### config.mk
export PLATFORM = sky130hd
export DESIGN_NAME = stepper_output_disable_control
export DESIGN_NICKNAME = d
export VERILOG_FILES = /design/src/hdl/stepper_disable_pkg.sv /design/src/hdl/stepper_output_disable_control.sv
export SDC_FILE = /design/constraint.sdc
export NUM_CORES = 1
export LEC_CHECK = 0
export ABC_CLOCK_PERIOD_IN_PS = 6500
export BUFFER_PORTS_ARGS = -buffer_cell sky130_fd_sc_hd__buf_4
export CORE_MARGIN = 1
export CORE_UTILIZATION = 56
export DETAILED_ROUTE_END_ITERATION = 16
export HOLD_SLACK_MARGIN = 0.06
export PLACE_DENSITY = 0.84
export SLEW_MARGIN = 25
export SYNTH_ARGS = -nofsm -noshare
export SYNTH_HDL_FRONTEND = slang
export SYNTH_SLANG_ARGS = --single-unit
### constraint.sdc
create_clock -name pclk -period 6.5 [get_ports pclk]
set_input_delay 0.325 -clock pclk [delete_from_list [all_inputs] [get_ports pclk]]
set_output_delay 0.325 -clock pclk [all_outputs]
set_load 0.02 [all_outputs]
### src/hdl/stepper_disable_pkg.sv
// shared constants and types for the stepper output-disable block
package stepper_disable_pkg;
    // register byte offsets
    localparam logic [7:0] CTRL_OFFSET = 8'h00;
    localparam logic [7:0] STATUS_OFFSET = 8'h04;
    localparam logic [7:0] IRQ_STATUS_OFFSET = 8'h08;
    localparam logic [7:0] IRQ_MASK_OFFSET = 8'h0C;
    localparam logic [7:0] PHASE_OFFSET = 8'h10;
    // ctrl fields
    localparam int CTRL_FAULT_CLR_BIT = 0;
    localparam logic [31:0] CTRL_RESET = 32'h0000_0000;
    // status fields
    localparam int ST_OUT_EN_BIT = 0;
    localparam int ST_REF_DIS_BIT = 1;
    localparam int ST_HOLD_SLEEP_BIT = 2;
    localparam int ST_FAULT_BIT = 3;
    localparam int ST_WAKE_OK_BIT = 4;
    // interrupt event bits
    localparam int EV_DISABLE_BIT = 0;
    localparam int EV_ENABLE_BIT = 1;
    localparam int EV_FAULT_BIT = 2;
    localparam int EV_EARLY_STEP_BIT = 3;
    localparam int EV_WIDTH = 4;
    localparam logic [EV_WIDTH-1:0] IRQ_MASK_RESET = 4'h0;
    // timing
    localparam int CLK_MHZ = 200;
    localparam int WAKE_DELAY_US = 100;
    localparam int WAKE_DELAY_CYCLES = WAKE_DELAY_US * CLK_MHZ;
    // home excitation index
    localparam logic [2:0] HOME_PHASE = 3'h0;

    typedef struct packed {
        logic step_clock;
        logic rotation_direction_select;
        logic step_mode_select_0;
        logic step_mode_select_1;
        logic reset_request;
        logic reference_disable_input;
        logic hold_sleep_input;
        logic fault_detect;
    } pins_t;
endpackage

### src/hdl/stepper_output_disable_control.sv
// output-disable control, step sequencer and apb registers for a stepper driver
//
// The register addresses and register access over APB were decided locally.
`timescale 1ns/1ps
`default_nettype none
module stepper_output_disable_control
    import stepper_disable_pkg::*;
#(
    parameter int WAKE_CYCLES = WAKE_DELAY_CYCLES
) (
    input wire logic pclk,
    input wire logic presetn,
    input wire logic psel,
    input wire logic penable,
    input wire logic pwrite,
    input wire logic [7:0] paddr,
    input wire logic [31:0] pwdata,
    output logic [31:0] prdata,
    output logic pready,
    output logic pslverr,
    input wire pins_t pins,
    output logic [3:0] phase_drive,
    output logic sleep_state,
    output logic home_monitor_o,
    output logic home_monitor_oe_n,
    output logic fault_flag_o,
    output logic fault_flag_oe_n,
    output logic irq
);
    // a zero wake delay would leave the early-step event meaningless
    if (WAKE_CYCLES < 1) begin : g_bad_wake
        $error("WAKE_CYCLES must be at least 1");
    end

    pins_t sync1_q, sync2_q;
    logic step_prev_q, hold_prev_q;
    logic [2:0] phase_q;
    logic fault_q;
    logic [31:0] wake_cnt_q;
    logic [EV_WIDTH-1:0] irq_status_q, irq_mask_q;
    logic out_dis_prev_q;

    wire logic ref_dis = sync2_q.reference_disable_input;
    wire logic hold_sleep = sync2_q.hold_sleep_input;
    wire logic out_dis = ref_dis | hold_sleep;
    wire logic step_rise = sync2_q.step_clock & ~step_prev_q;
    wire logic wake_ok = (wake_cnt_q == 32'h0000_0000);
    wire logic apb_wr = psel & penable & pwrite;
    wire logic fault_clr_wr = apb_wr && paddr == CTRL_OFFSET && pwdata[CTRL_FAULT_CLR_BIT];

    // phase step for the selected mode: full (two) or half (one) increments
    function automatic logic [2:0] next_phase(input logic [2:0] p, input logic dir,
                                              input logic m0, input logic m1);
        logic [2:0] inc;
        inc = (m0 | m1) ? 3'h1 : 3'h2;
        return dir ? p - inc : p + inc;
    endfunction

    function automatic logic [3:0] excitation(input logic [2:0] p);
        logic [3:0] e;
        unique case (p)
            3'h0: e = 4'h9;
            3'h1: e = 4'h1;
            3'h2: e = 4'h3;
            3'h3: e = 4'h2;
            3'h4: e = 4'h6;
            3'h5: e = 4'h4;
            3'h6: e = 4'hC;
            default: e = 4'h8;
        endcase
        return e;
    endfunction

    // pins come from another domain: two flops before any use
    always_ff @(posedge pclk or negedge presetn) begin
        if (!presetn) begin
            sync1_q <= '0;
            sync2_q <= '0;
            step_prev_q <= 1'b0;
            hold_prev_q <= 1'b0;
            out_dis_prev_q <= 1'b0;
        end else begin
            sync1_q <= pins;
            sync2_q <= sync1_q;
            step_prev_q <= sync2_q.step_clock;
            hold_prev_q <= hold_sleep;
            out_dis_prev_q <= out_dis;
        end
    end

    // sequencer
    always_ff @(posedge pclk or negedge presetn) begin
        if (!presetn) begin
            phase_q <= HOME_PHASE;
        end else if (sync2_q.reset_request) begin
            phase_q <= HOME_PHASE;
        end else if (step_rise && !hold_sleep) begin
            phase_q <= next_phase(phase_q, sync2_q.rotation_direction_select,
                                  sync2_q.step_mode_select_0, sync2_q.step_mode_select_1);
        end
    end

    // protection latch; detection wins over software clear, hold sleep clears
    always_ff @(posedge pclk or negedge presetn) begin
        if (!presetn) begin
            fault_q <= 1'b0;
        end else if (sync2_q.fault_detect) begin
            fault_q <= 1'b1;
        end else if ((hold_sleep && !hold_prev_q) || fault_clr_wr) begin
            fault_q <= 1'b0;
        end
    end

    // wake delay tracking so software can see when stepping is safe
    always_ff @(posedge pclk or negedge presetn) begin
        if (!presetn) begin
            wake_cnt_q <= 32'h0000_0000;
        end else if (out_dis) begin
            wake_cnt_q <= 32'(WAKE_CYCLES);
        end else if (!wake_ok) begin
            wake_cnt_q <= wake_cnt_q - 32'h0000_0001;
        end
    end

    // outputs; drives gated off in either sleep so the motor coasts
    always_ff @(posedge pclk or negedge presetn) begin
        if (!presetn) begin
            phase_drive <= 4'h0;
            sleep_state <= 1'b0;
            home_monitor_o <= 1'b0;
            home_monitor_oe_n <= 1'b1;
            fault_flag_o <= 1'b0;
            fault_flag_oe_n <= 1'b1;
        end else begin
            phase_drive <= out_dis ? 4'h0 : excitation(phase_q);
            sleep_state <= out_dis;
            home_monitor_o <= 1'b0;
            home_monitor_oe_n <= !(phase_q == HOME_PHASE);
            fault_flag_o <= 1'b0;
            fault_flag_oe_n <= !fault_q;
        end
    end

    // interrupt status: set wins over write-one-to-clear
    logic [EV_WIDTH-1:0] ev;
    always_comb begin
        ev = '0;
        ev[EV_DISABLE_BIT] = out_dis && !out_dis_prev_q;
        ev[EV_ENABLE_BIT] = !out_dis && out_dis_prev_q;
        ev[EV_FAULT_BIT] = sync2_q.fault_detect && !fault_q;
        ev[EV_EARLY_STEP_BIT] = step_rise && !out_dis && !wake_ok;
    end

    always_ff @(posedge pclk or negedge presetn) begin
        if (!presetn) begin
            irq_status_q <= '0;
        end else begin
            irq_status_q <= (irq_status_q &
                             ~((apb_wr && paddr == IRQ_STATUS_OFFSET) ?
                               pwdata[EV_WIDTH-1:0] : '0)) | ev;
        end
    end

    always_ff @(posedge pclk or negedge presetn) begin
        if (!presetn) begin
            irq_mask_q <= IRQ_MASK_RESET;
        end else if (apb_wr && paddr == IRQ_MASK_OFFSET) begin
            irq_mask_q <= pwdata[EV_WIDTH-1:0];
        end
    end

    always_ff @(posedge pclk or negedge presetn) begin
        if (!presetn) begin
            irq <= 1'b0;
        end else begin
            irq <= |(irq_status_q & irq_mask_q);
        end
    end

    // apb slave: no wait states, reads registered in setup
    logic [31:0] rd;
    logic known;
    always_comb begin
        rd = 32'h0000_0000;
        known = 1'b1;
        unique case (paddr)
            CTRL_OFFSET: rd = CTRL_RESET;
            STATUS_OFFSET: begin
                rd[ST_OUT_EN_BIT] = !out_dis;
                rd[ST_REF_DIS_BIT] = ref_dis;
                rd[ST_HOLD_SLEEP_BIT] = hold_sleep;
                rd[ST_FAULT_BIT] = fault_q;
                rd[ST_WAKE_OK_BIT] = wake_ok;
            end
            IRQ_STATUS_OFFSET: rd[EV_WIDTH-1:0] = irq_status_q;
            IRQ_MASK_OFFSET: rd[EV_WIDTH-1:0] = irq_mask_q;
            PHASE_OFFSET: rd[2:0] = phase_q;
            default: known = 1'b0;
        endcase
    end

    always_ff @(posedge pclk or negedge presetn) begin
        if (!presetn) begin
            prdata <= 32'h0000_0000;
            pready <= 1'b0;
            pslverr <= 1'b0;
        end else begin
            pready <= psel && !penable;
            pslverr <= psel && !penable && !known;
            prdata <= (psel && !penable && !pwrite) ? rd : 32'h0000_0000;
        end
    end
endmodule
`default_nettype wire

==> results.md, run 1 <==
* Xor/xnor share of the synthesized area at approximately 2.7%
* Place WS at between 3 and 4 ns
* Resized cells post-CTS at 0
* Final WS setup at 3.670 ns
* Setup Skew at approximately 0.0064 ns
* Hold crit path type: in -> reg
* ANT cells at 0
* Lkg Pwr at 1.848 nW
* Wirelength, routed at around 6.9 mm
* Vias at 2645
* Net count, final at about 440
* Sw Share at about a quarter
* Area share of fa/ha/maj cells after synthesis at 1.265%
* Cell area after synthesis at between 3000 and 4000 um^2
* Number of synthesized flops with an enable pin at 0
* Clock share of power at 40.8%
* FMAX at 353.3 MHz
* Synth Area in Simple Gates at 19.23%
* Worst-path fanout max at 9
* Hold depth at 1
* Final hold violations at 0
* Worst-margin pin slew at roughly 0.94 ns
* Die extent in y at 81.73 um
* GRT overflow at 0
* Slew Limit Fails at 0
* Worst EP arrival at a little over 3 ns
* Reg2Reg Depth at 5
* Worst vdd ir at 0.1814 mV
* Largest family of logic cells by synthesized area: simple AND/OR/NAND/NOR gates
* Gate Count Post-Synth at 337
* Initial antenna violation count at 0
* CTS tree: done
* WL per Instance at ~15 um
* Sequential share of power at around 50%
* Layout overhead on the synthesized area at 13.99%
* Largest net degree at the start of global routing at between 70 and 80
* Combinational cell fraction of total power at a little under a tenth
* Core ar. at 6026 um^2
* Final Cycle Share at ~44%
* Synth cell types at 54
* Routed vias/inst at a little under 6
* Total GRT Usage at a little under a quarter
* Post-synth top area share at a little over half
* Num ports at 97
* CP endpoint kind: flip-flop
* Worst Setup Path Type: reg -> reg
* Die area at 6679 um^2
* Overall power at just over 0.001 W
* Post-synth top cells: dfrtp_1 (75), buf_4 (29), nor2_1 (26)
* Worst Setup Start Kind: flip-flop
* Max cap viols at 0
* Vias in the first global route at about 2500
* Worst-Skew Late Latency at approximately 0.35 ns
* Pwr Density at ~250 nW/um^2
* Final core utilization at 67.34%
* Drt drc at 0
* Int Pwr at roughly 0.00076 W
* Async SR Flop Fraction at 100.0%
* Max_slew headroom at between 30% and 40%
* Post-DRT Antenna Nets at 0
* Sw Pwr at around 0.00025 W
* H-tree Lvls at 3
* Status: completed
* Cells taking the most area after synthesis: dfrtp_1 (53%), buf_4 (6.1%), nor2_1 (2.7%)
* Initial drt markers at between 150 and 200
* Post-layout min period at around 2.8 ns
* Clock-pin slew on the worst setup and hold paths at around 0.080 ns
* Layout cells sized above 1 at between 15 and 20%
* Clock Sinks at just under 80
* FP Rows at 28
* CP Data Required Time at 6.77 ns
* Detailed placer's ending HPWL at between 4 and 5 mm
* Max Buffers Root-to-Sink at 2
* Starting Density at 59.07%
* Most frequent cell after synthesis: dfrtp_1
* Synthesized area per cell at about 11 um^2
* First-pass GRT wire length at about 12 mm
* Number of buffers created by CTS at 9
* RSZ-0062 raised after global routing: false
* Post-synthesis sequential area ratio at 54.20%
* Final setup viols at 0
* PortBufs at 39
* Mux contribution to synthesized area at ~2.1%
* Ys flop type: dfrtp_1
* Setup TNS at 0 ns
* DRT Pass-1 Iters at 4
* Complex-gate fraction of the synthesized area at 12.44%
* #FFs+latches synth at 77
* Leading area contributor after synthesis: dfrtp_1
* Die Wd at about 82 um
* Routability cong. at approximately 0.86
* Root Buffer: clkbuf_8
* YS warnings at 0
-- cells by family (layout without fill, tap and decap cells) --
family | Yosys count | in the layout
AO/OA/AOI/OAI | 66 | 66
XOR/XNOR | 11 | 11
adder cells (fa/ha/maj) | 3 | 3
buffers and inverters | 46 | 65
flip-flops | 77 | 77
multiplexers | 7 | 7
other | 1 | 29
AND/OR/NAND/NOR | 126 | 126
-- metal layers --
layer  track usage [%]  share of wire, %  up-vias
li1                  -                 -     1248
met1             30.26                45     1321
met2             37.60                49       66
met3             3.667               4.2       10
met4             11.05               1.6        0
met5                 0                 0        -
-- layout make-up --
| cell class | count | area (um^2) |
|---|---|---|
| clock buffer | 10 | 137.6 |
| clock inverter | 6 | 95.09 |
| fill | 458 | 1968 |
| inverter | 8 | 30.03 |
| multi-input combinational | 242 | 1458 |
| sequential | 77 | 1929 |
| tap | 75 | 93.84 |
| timing repair buffer | 41 | 314.1 |
-- power by group through the flow --
| stage | Clock, W | Combinational (W) | Sequential (W) |
|---|---|---|---|
| 5_1_grt | 0.000437 | 0.000105 | 0.000506 |
| 3_5_place_dp | 0 | 0.0000930 | 0.000513 |
| 6_report | 0.000412 | 0.0000940 | 0.000504 |
| 4_1_cts | 0.000420 | 0.0000936 | 0.000504 |
| 2_1_floorplan | 0 | 0.0000656 | 0.000515 |
| 3_3_place_gp | 0 | 0.0000904 | 0.000513 |
-- final timing paths --
path	start	end	slack [ns]
max in group asynchronous	presetn	wake_cnt_q[12]	5.48
min	pins[3]	sync1_q[3]	0.08
min in group asynchronous	presetn	prdata[3]	0.54
min reg2reg	sync1_q[3]	sync2_q[3]	0.35
max reg2reg	wake_cnt_q[10]	wake_cnt_q[25]	3.67
max	wake_cnt_q[10]	wake_cnt_q[25]	3.67
-- stage by stage --
stage | instances | instance area (um^2) | hold WS (ns)
final | 459 | 4058 | 0.07521
after CTS | 458 | 4039 | 0.06278
after global routing | 459 | 4058 | 0.06068
after detailed placement | 442 | 3806 | 0.3364
after global placement | 442 | 3806 | 0.3311
after floorplan | 365 | 3665 | 0.02941
-- worst max-delay path, stage by stage (launching register included) --
cell     delay [ns]
dfrtp_1        0.43
nor4_1         0.57
nand3_1        0.39
or4b_1         0.76
or4_1          0.46
a21oi_1        0.15
-- flip-flops by register name, summed over array words and instances (netlist names), 3 cells and up --
name / flops
prdata: 5
wake_cnt_q: 32
irq_mask_q: 4
sync2_q: 6
sync1_q: 8
phase_q: 3
irq_status_q: 4
phase_drive: 4
-- placed cells by master, fill, tap and decap left out, drive strengths merged, types with 9 or more instances in the layout --
cell type / instances
o21ai: 12
inv: 9
or4: 9
nor3: 10
dfrtp: 75
nor2: 26
clkbuf: 10
a21oi: 17
conb: 29
nor4: 10
nand2: 24
o31ai: 9
or3: 13
buf: 40
-- timing repair --
item | 4_1_cts | 5_1_grt
buffers inserted | 0 | 0
endpoints found under the hold margin | 0 | 9
setup endpoints to repair | 0 | 0
hold buffers | 0 | 1
No activity file was read; power rests on OpenSTA's default activity.
==> inputs of run 2 (changes only) <==
--- a/config.mk
+++ b/config.mk
@@ -5,13 +5,13 @@
 export SDC_FILE = /design/constraint.sdc
 export NUM_CORES = 1
 export LEC_CHECK = 0
-export ABC_CLOCK_PERIOD_IN_PS = 6500
+export ABC_CLOCK_PERIOD_IN_PS = 2900
 export BUFFER_PORTS_ARGS = -buffer_cell sky130_fd_sc_hd__buf_4
 export CORE_MARGIN = 1
-export CORE_UTILIZATION = 56
+export CORE_UTILIZATION = 52
 export DETAILED_ROUTE_END_ITERATION = 16
 export HOLD_SLACK_MARGIN = 0.06
-export PLACE_DENSITY = 0.84
+export PLACE_DENSITY = 0.79
 export SLEW_MARGIN = 25
 export SYNTH_ARGS = -nofsm -noshare
 export SYNTH_HDL_FRONTEND = slang
==> constraint.sdc (replaced) <==
create_clock -name pclk -period 2.9 [get_ports pclk]
set_input_delay 0.145 -clock pclk [delete_from_list [all_inputs] [get_ports pclk]]
set_output_delay 0.145 -clock pclk [all_outputs]
set_load 0.02 [all_outputs]
==> results.md, run 2 (synthesis results as in run 1) <==
* First-pass GRT wire length at ~12 mm
* Layout overhead on the synthesized area at 18.14%
* RR Endpoint: wake_cnt_q[28]
* Worst-path fanout max at 7
* Final WS setup at 0.2932 ns
* Starting Density at approximately 55%
* RSZ-0062 raised after global routing: false
* Initial drt markers at around 160
* H-tree Lvls at 3
* CP endpoint kind: flip-flop
* Final Cycle Share at between 80% and 90%
* Worst Setup Path Type: reg -> reg
* Post-DRT Antenna Nets at 0
* Worst vdd ir at roughly 0.43 mV
* PortBufs at 39
* CP Data Required Time at 3.18 ns
* Max_slew headroom at 55.27%
* Max Buffers Root-to-Sink at 2
* WL per Instance at roughly 14 um
* Worst Setup Start Kind: flip-flop
* Pwr Density at 501.1 nW/um^2
* Root Buffer: clkbuf_8
* Die Wd at roughly 85 um
* Clock Sinks at 77
* Commonest non-fill, non-tap cell in the layout: dfrtp_1
* Final setup viols at 0
* Hold crit path type: in -> reg
* FMAX at around 380 MHz
* ANT cells at 0
* CTS tree: done
* Post-layout min period at approximately 2.6 ns
* Initial antenna violation count at 0
* Net count, final at 457
* Drt drc at 0
* Number of buffers created by CTS at 9
* Max reg flops at 32
* Hold depth at 3
* Vias in the first global route at ~2500
* Layout cells sized above 1 at a little under a fifth
* Detailed placer's ending HPWL at ~4.6 mm
* FP Rows at 29
* Final core utilization at about two thirds
* Worst-Skew Late Latency at ~0.36 ns
* Total GRT Usage at roughly a fifth
* DRT Pass-1 Iters at 10
* Die area at 7180 um^2
* Core ar. at ~6500 um^2
* GRT overflow at 0
* Place WS at between 0.3 and 0.4 ns
* Status: completed
* Min-delay src: pwrite
* Critical register-to-register path startpoint: wake_cnt_q[0]
* Num ports at 97
* Die extent in y at ~85 um
* Setup TNS at 0 ns
* Largest regs: wake_cnt_q (32), sync1_q (8), sync2_q (6)
* Reg2reg setup slack at roughly 0.29 ns
* Worst EP arrival at roughly 2.9 ns
* Setup Skew at roughly 0.011 ns
* Most frequent cells in the layout: dfrtp_1 (75), buf_4 (46), conb_1 (29)
* Lkg Pwr at between 1.5 and 2 nW
* Worst-margin pin slew at between 0.6 and 0.7 ns
* Routability cong. at slightly below 0.9
* Vias at 2681
* Final hold violations at 0
* Hold-critical path endpoint: prdata[3]
* Largest net degree at the start of global routing at approximately 80
* Max cap viols at 0
* Reg2Reg Depth at 7
* Routed vias/inst at between 5 and 6
* Wirelength, routed at just under 7 mm
* Clock-pin slew on the worst setup and hold paths at around 0.090 ns
* Slew Limit Fails at 0
* Biggest register: wake_cnt_q
==> run 2: timing repair <==
action / 4_1_cts / 5_1_grt
endpoints found under the hold margin: 90 / 0
buffers inserted: 0 / 0
gates resized for setup: 0 / 0
endpoints found under the setup margin: 0 / 0
hold buffers: 16 / 0
==> run 2: worst max path at each step <==
stage | start | depth (start not counted) | slack [ns] | to
after floorplan | wake_cnt_q[16] | 6 | 0.50 | wake_cnt_q[25]
after global placement | wake_cnt_q[16] | 5 | 0.38 | wake_cnt_q[25]
after detailed placement | wake_cnt_q[0] | 7 | 0.35 | wake_cnt_q[28]
after CTS | wake_cnt_q[0] | 7 | 0.29 | wake_cnt_q[28]
after global routing | wake_cnt_q[0] | 7 | 0.13 | wake_cnt_q[28]
final | wake_cnt_q[0] | 7 | 0.29 | wake_cnt_q[28]
==> run 2: metrics by stage <==
step	total power [W]	cell area, um^2	hold WS [ns]	cells
final	0.002107	4205	0.09181	483
after global routing	0.002198	4205	0.08900	483
after CTS	0.002128	4202	0.07788	483
after detailed placement	0.001363	3861	0.2554	451
after global placement	0.001359	3861	0.2541	451
after floorplan	0.001302	3665	-0.1506	365
==> run 2: area by class of cell <==
| cell class | instances | area, um^2 |
|---|---|---|
| Sequential cell | 77 | 1929 |
| Timing Repair Buffer | 63 | 516.7 |
| Multi-Input combinational cell | 242 | 1453 |
| Clock buffer | 9 | 123.9 |
| Tap cell | 77 | 96.34 |
| Fill cell | 505 | 2290 |
| Inverter | 8 | 30.03 |
| Clock inverter | 7 | 56.30 |
==> run 2: worst max-delay path, cell delays in order, from the launching register on <==
cell and delay (ns):
dfrtp_1 0.41, inv_1 0.10, ha_1 0.19, or3b_2 0.51, nor3_1 0.31, nand4_1 0.35, or4_1 0.51, a21oi_1 0.15
==> run 2: layer usage <==
layer	part of all wire [%]	track usage, %	wire [um]
met1	48	28.58	3265
met4	2.2	9.245	154
met3	4.2	5.801	292
met2	46	31.34	3161
met5	0	0	0
==> run 2: where the power goes <==
part	leakage (nW)	total [W]	switching (W)	internal, W
combinational	0.863	0.000229	0.000140	0.0000898
clock	0.0906	0.000748	0.000428	0.000320
sequential	0.965	0.00113	0.0000228	0.00111
total	1.92	0.00211	0.000590	0.00152
==> inputs of run 3 (changes only) <==
--- a/config.mk
+++ b/config.mk
@@ -5,13 +5,14 @@
 export SDC_FILE = /design/constraint.sdc
 export NUM_CORES = 1
 export LEC_CHECK = 0
-export ABC_CLOCK_PERIOD_IN_PS = 2900
+export ABC_CLOCK_PERIOD_IN_PS = 2150
 export BUFFER_PORTS_ARGS = -buffer_cell sky130_fd_sc_hd__buf_4
-export CORE_MARGIN = 1
-export CORE_UTILIZATION = 52
+export CORE_MARGIN = 3
+export CORE_UTILIZATION = 47
 export DETAILED_ROUTE_END_ITERATION = 16
 export HOLD_SLACK_MARGIN = 0.06
-export PLACE_DENSITY = 0.79
+export PLACE_DENSITY = 0.76
+export RECOVER_POWER = 100
 export SLEW_MARGIN = 25
 export SYNTH_ARGS = -nofsm -noshare
 export SYNTH_HDL_FRONTEND = slang
==> constraint.sdc (replaced) <==
create_clock -name pclk -period 2.15 [get_ports pclk]
set_input_delay 0.1075 -clock pclk [delete_from_list [all_inputs] [get_ports pclk]]
set_output_delay 0.1075 -clock pclk [all_outputs]
set_load 0.02 [all_outputs]
==> results.md, run 3 (synthesis results as in run 1) <==
* CTS tree: done
* Clock share of power at a little over a third
* Clock Sinks at 77
* Routability cong. at between 0.8 and 0.9
* Final Cycle Share at 107.1%
* Die Wd at around 93 um
* Sequential share of power at between 50 and 60%
* Vias in the first global route at ~2900
* Final WS setup at -0.1527 ns
* CP endpoint kind: flip-flop
* Vias at 2928
* Root Buffer: clkbuf_8
* Num ports at 97
* Status: complete, but fails checks
* Violated checks: max-capacitance violations, max-slew violations, negative setup slack
* ANT cells at 0
* RSZ-0062 raised after global routing: true
* CP Data Required Time at approximately 2.4 ns
* Hold crit path type: in -> reg
* Starting Density at about half
* Detailed placer's ending HPWL at between 5 and 6 mm
* Worst Setup Path Type: reg -> reg
* Net count, final at about 500
* Reg2Reg Depth at 5
* Crit path to: wake_cnt_q[25]
* Number of buffers created by CTS at 9
* Routed vias/inst at 5.257
* Post-layout min period at between 2 and 2.5 ns
* Worst-Skew Late Latency at 0.36 ns
* Post-DRT Antenna Nets at 0
* Lkg Pwr at 2.134 nW
* Fillcell total at 589
* RR Endpoint: wake_cnt_q[25]
* Sw Pwr at ~0.00083 W
* Reg2reg setup slack at -0.15 ns
* WL per Instance at about 15 um
* DRT Pass-1 Iters at 4
* Die extent in y at 93.03 um
* Die area at about 8700 um^2
* Final hold violations at 0
* Worst Setup Start Kind: flip-flop
* DRT met1 WL at approximately 3.4 mm
* Final core utilization at roughly 65%
* FP Rows at 31
* PortBufs at 39
* Pwr Density at 627.5 nW/um^2
* Max Used Layer: met4
* Int Pwr at around 0.0021 W
* Core ar. at between 7000 and 8000 um^2
* First-pass GRT wire length at 13.41 mm
* Overall power at 0.002959 W
* Worst vdd ir at 0.5196 mV
* Commonest non-fill, non-tap cell in the layout: dfrtp_1
* Critical register-to-register path startpoint: wake_cnt_q[18]
* Met3 WL at 448 um
* Slew Limit Fails at a little under 80
* Place WS at -0.2138 ns
* Combinational cell fraction of total power at 13.0%
* Metal2 WL at around 4.2 mm
* Largest net degree at the start of global routing at 78
* Clock-pin slew on the worst setup and hold paths at around 0.09 ns
* Setup Skew at 0.006448 ns
* Worst-path fanout max at 8
* Worst EP arrival at between 2 and 3 ns
* Wirelength, routed at roughly 8.2 mm
* Total GRT Usage at between 15 and 20%
* H-tree Lvls at 3
* GRT overflow at 0
* Sw Share at about 28%
* Initial drt markers at ~180
* Drt drc at 0
* Largest regs: wake_cnt_q (32), sync1_q (8), sync2_q (6)
* Most frequent cells in the layout: dfrtp_1 (75), buf_4 (62), conb_1 (29)
* Max reg flops at 32
* FMAX at between 400 and 500 MHz
* Min-delay src: paddr[4]
* Worst Setup SP: wake_cnt_q[18]
* Layout overhead on the synthesized area at 32.48%
* Max_slew headroom at -20.97%
* Max Buffers Root-to-Sink at 2
* Max cap viols at 1
* Final setup viols at 6
* Worst-margin pin slew at 1.815 ns
* Initial antenna violation count at 0
* Biggest register: wake_cnt_q
* Layout cells sized above 1 at approximately 28%
-- run 3: cell count changes in the layout (fill, tap and decap cells not counted), sizes merged --
cell         delta
clkbuf         +31
dlygate4sd3     +2
buf            +20
inv             +1
clkinv          -2
-- run 3: routing by layer --
layer | track usage [%] | vias up
met5 | 0 | -
met4 | 7.814 | 0
met3 | 4.586 | 11
met2 | 33.05 | 95
met1 | 24.42 | 1429
li1 | - | 1393
-- run 3: stage by stage --
step	cell area [um^2]	hold slack [ns]	instances	TNS, ns
after global placement	4197	0.2177	514	-0.8211
after CTS	4634	0.07944	550	-0.4661
after detailed placement	4197	0.2191	514	-1.257
final	4716	0.09231	557	-0.5936
after global routing	4716	0.09157	557	-6.055
after floorplan	3675	-0.1881	365	-0.7390
-- run 3: repair_timing --
item / CTS / global route
resized for setup: 11 / 27
buffers inserted: 2 / 8
endpoints found under the setup margin: 13 / 28
pin swaps: 4 / 7
hold endpoints to repair: 94 / 0
hold buffers: 18 / 0
-- run 3: worst min-delay path by stage --
stage	cells past startpoint	slack, ns	endpoint
2_1_floorplan	0	-0.19	fault_q
3_3_place_gp	1	0.22	sync1_q[7]
3_5_place_dp	1	0.22	sync1_q[3]
4_1_cts	3	0.08	prdata[0]
5_1_grt	3	0.09	pslverr
6_report	3	0.09	pslverr
-- run 3: layout make-up --
type | instances | area (um^2) | share of cell area [%]
Clock buffer | 10 | 137.6 | 2.919
Multi-Input combinational cell | 242 | 1594 | 33.80
Clock inverter | 6 | 53.80 | 1.141
Timing Repair Buffer | 115 | 847.1 | 17.96
Inverter | 8 | 30.03 | 0.6368
Sequential cell | 77 | 1929 | 40.91
Tap cell | 99 | 123.9 | 2.627
-- run 3: power groups by stage --
stage	Combinational [W]	Clock, W	Sequential (W)
detailed placement	0.000333	0	0.00155
CTS	0.000381	0.00107	0.00152
finish	0.000384	0.00105	0.00152
global placement	0.000328	0	0.00155
floorplan	0.000200	0	0.00156
global route	0.000421	0.00114	0.00153
-- run 3: critical path: stages, from the launching register on --
cell and delay [ns]:
dfrtp_1 0.40, or4_4 0.51, or2_1 0.25, or4b_4 0.53, or4_1 0.42, a21oi_1 0.13
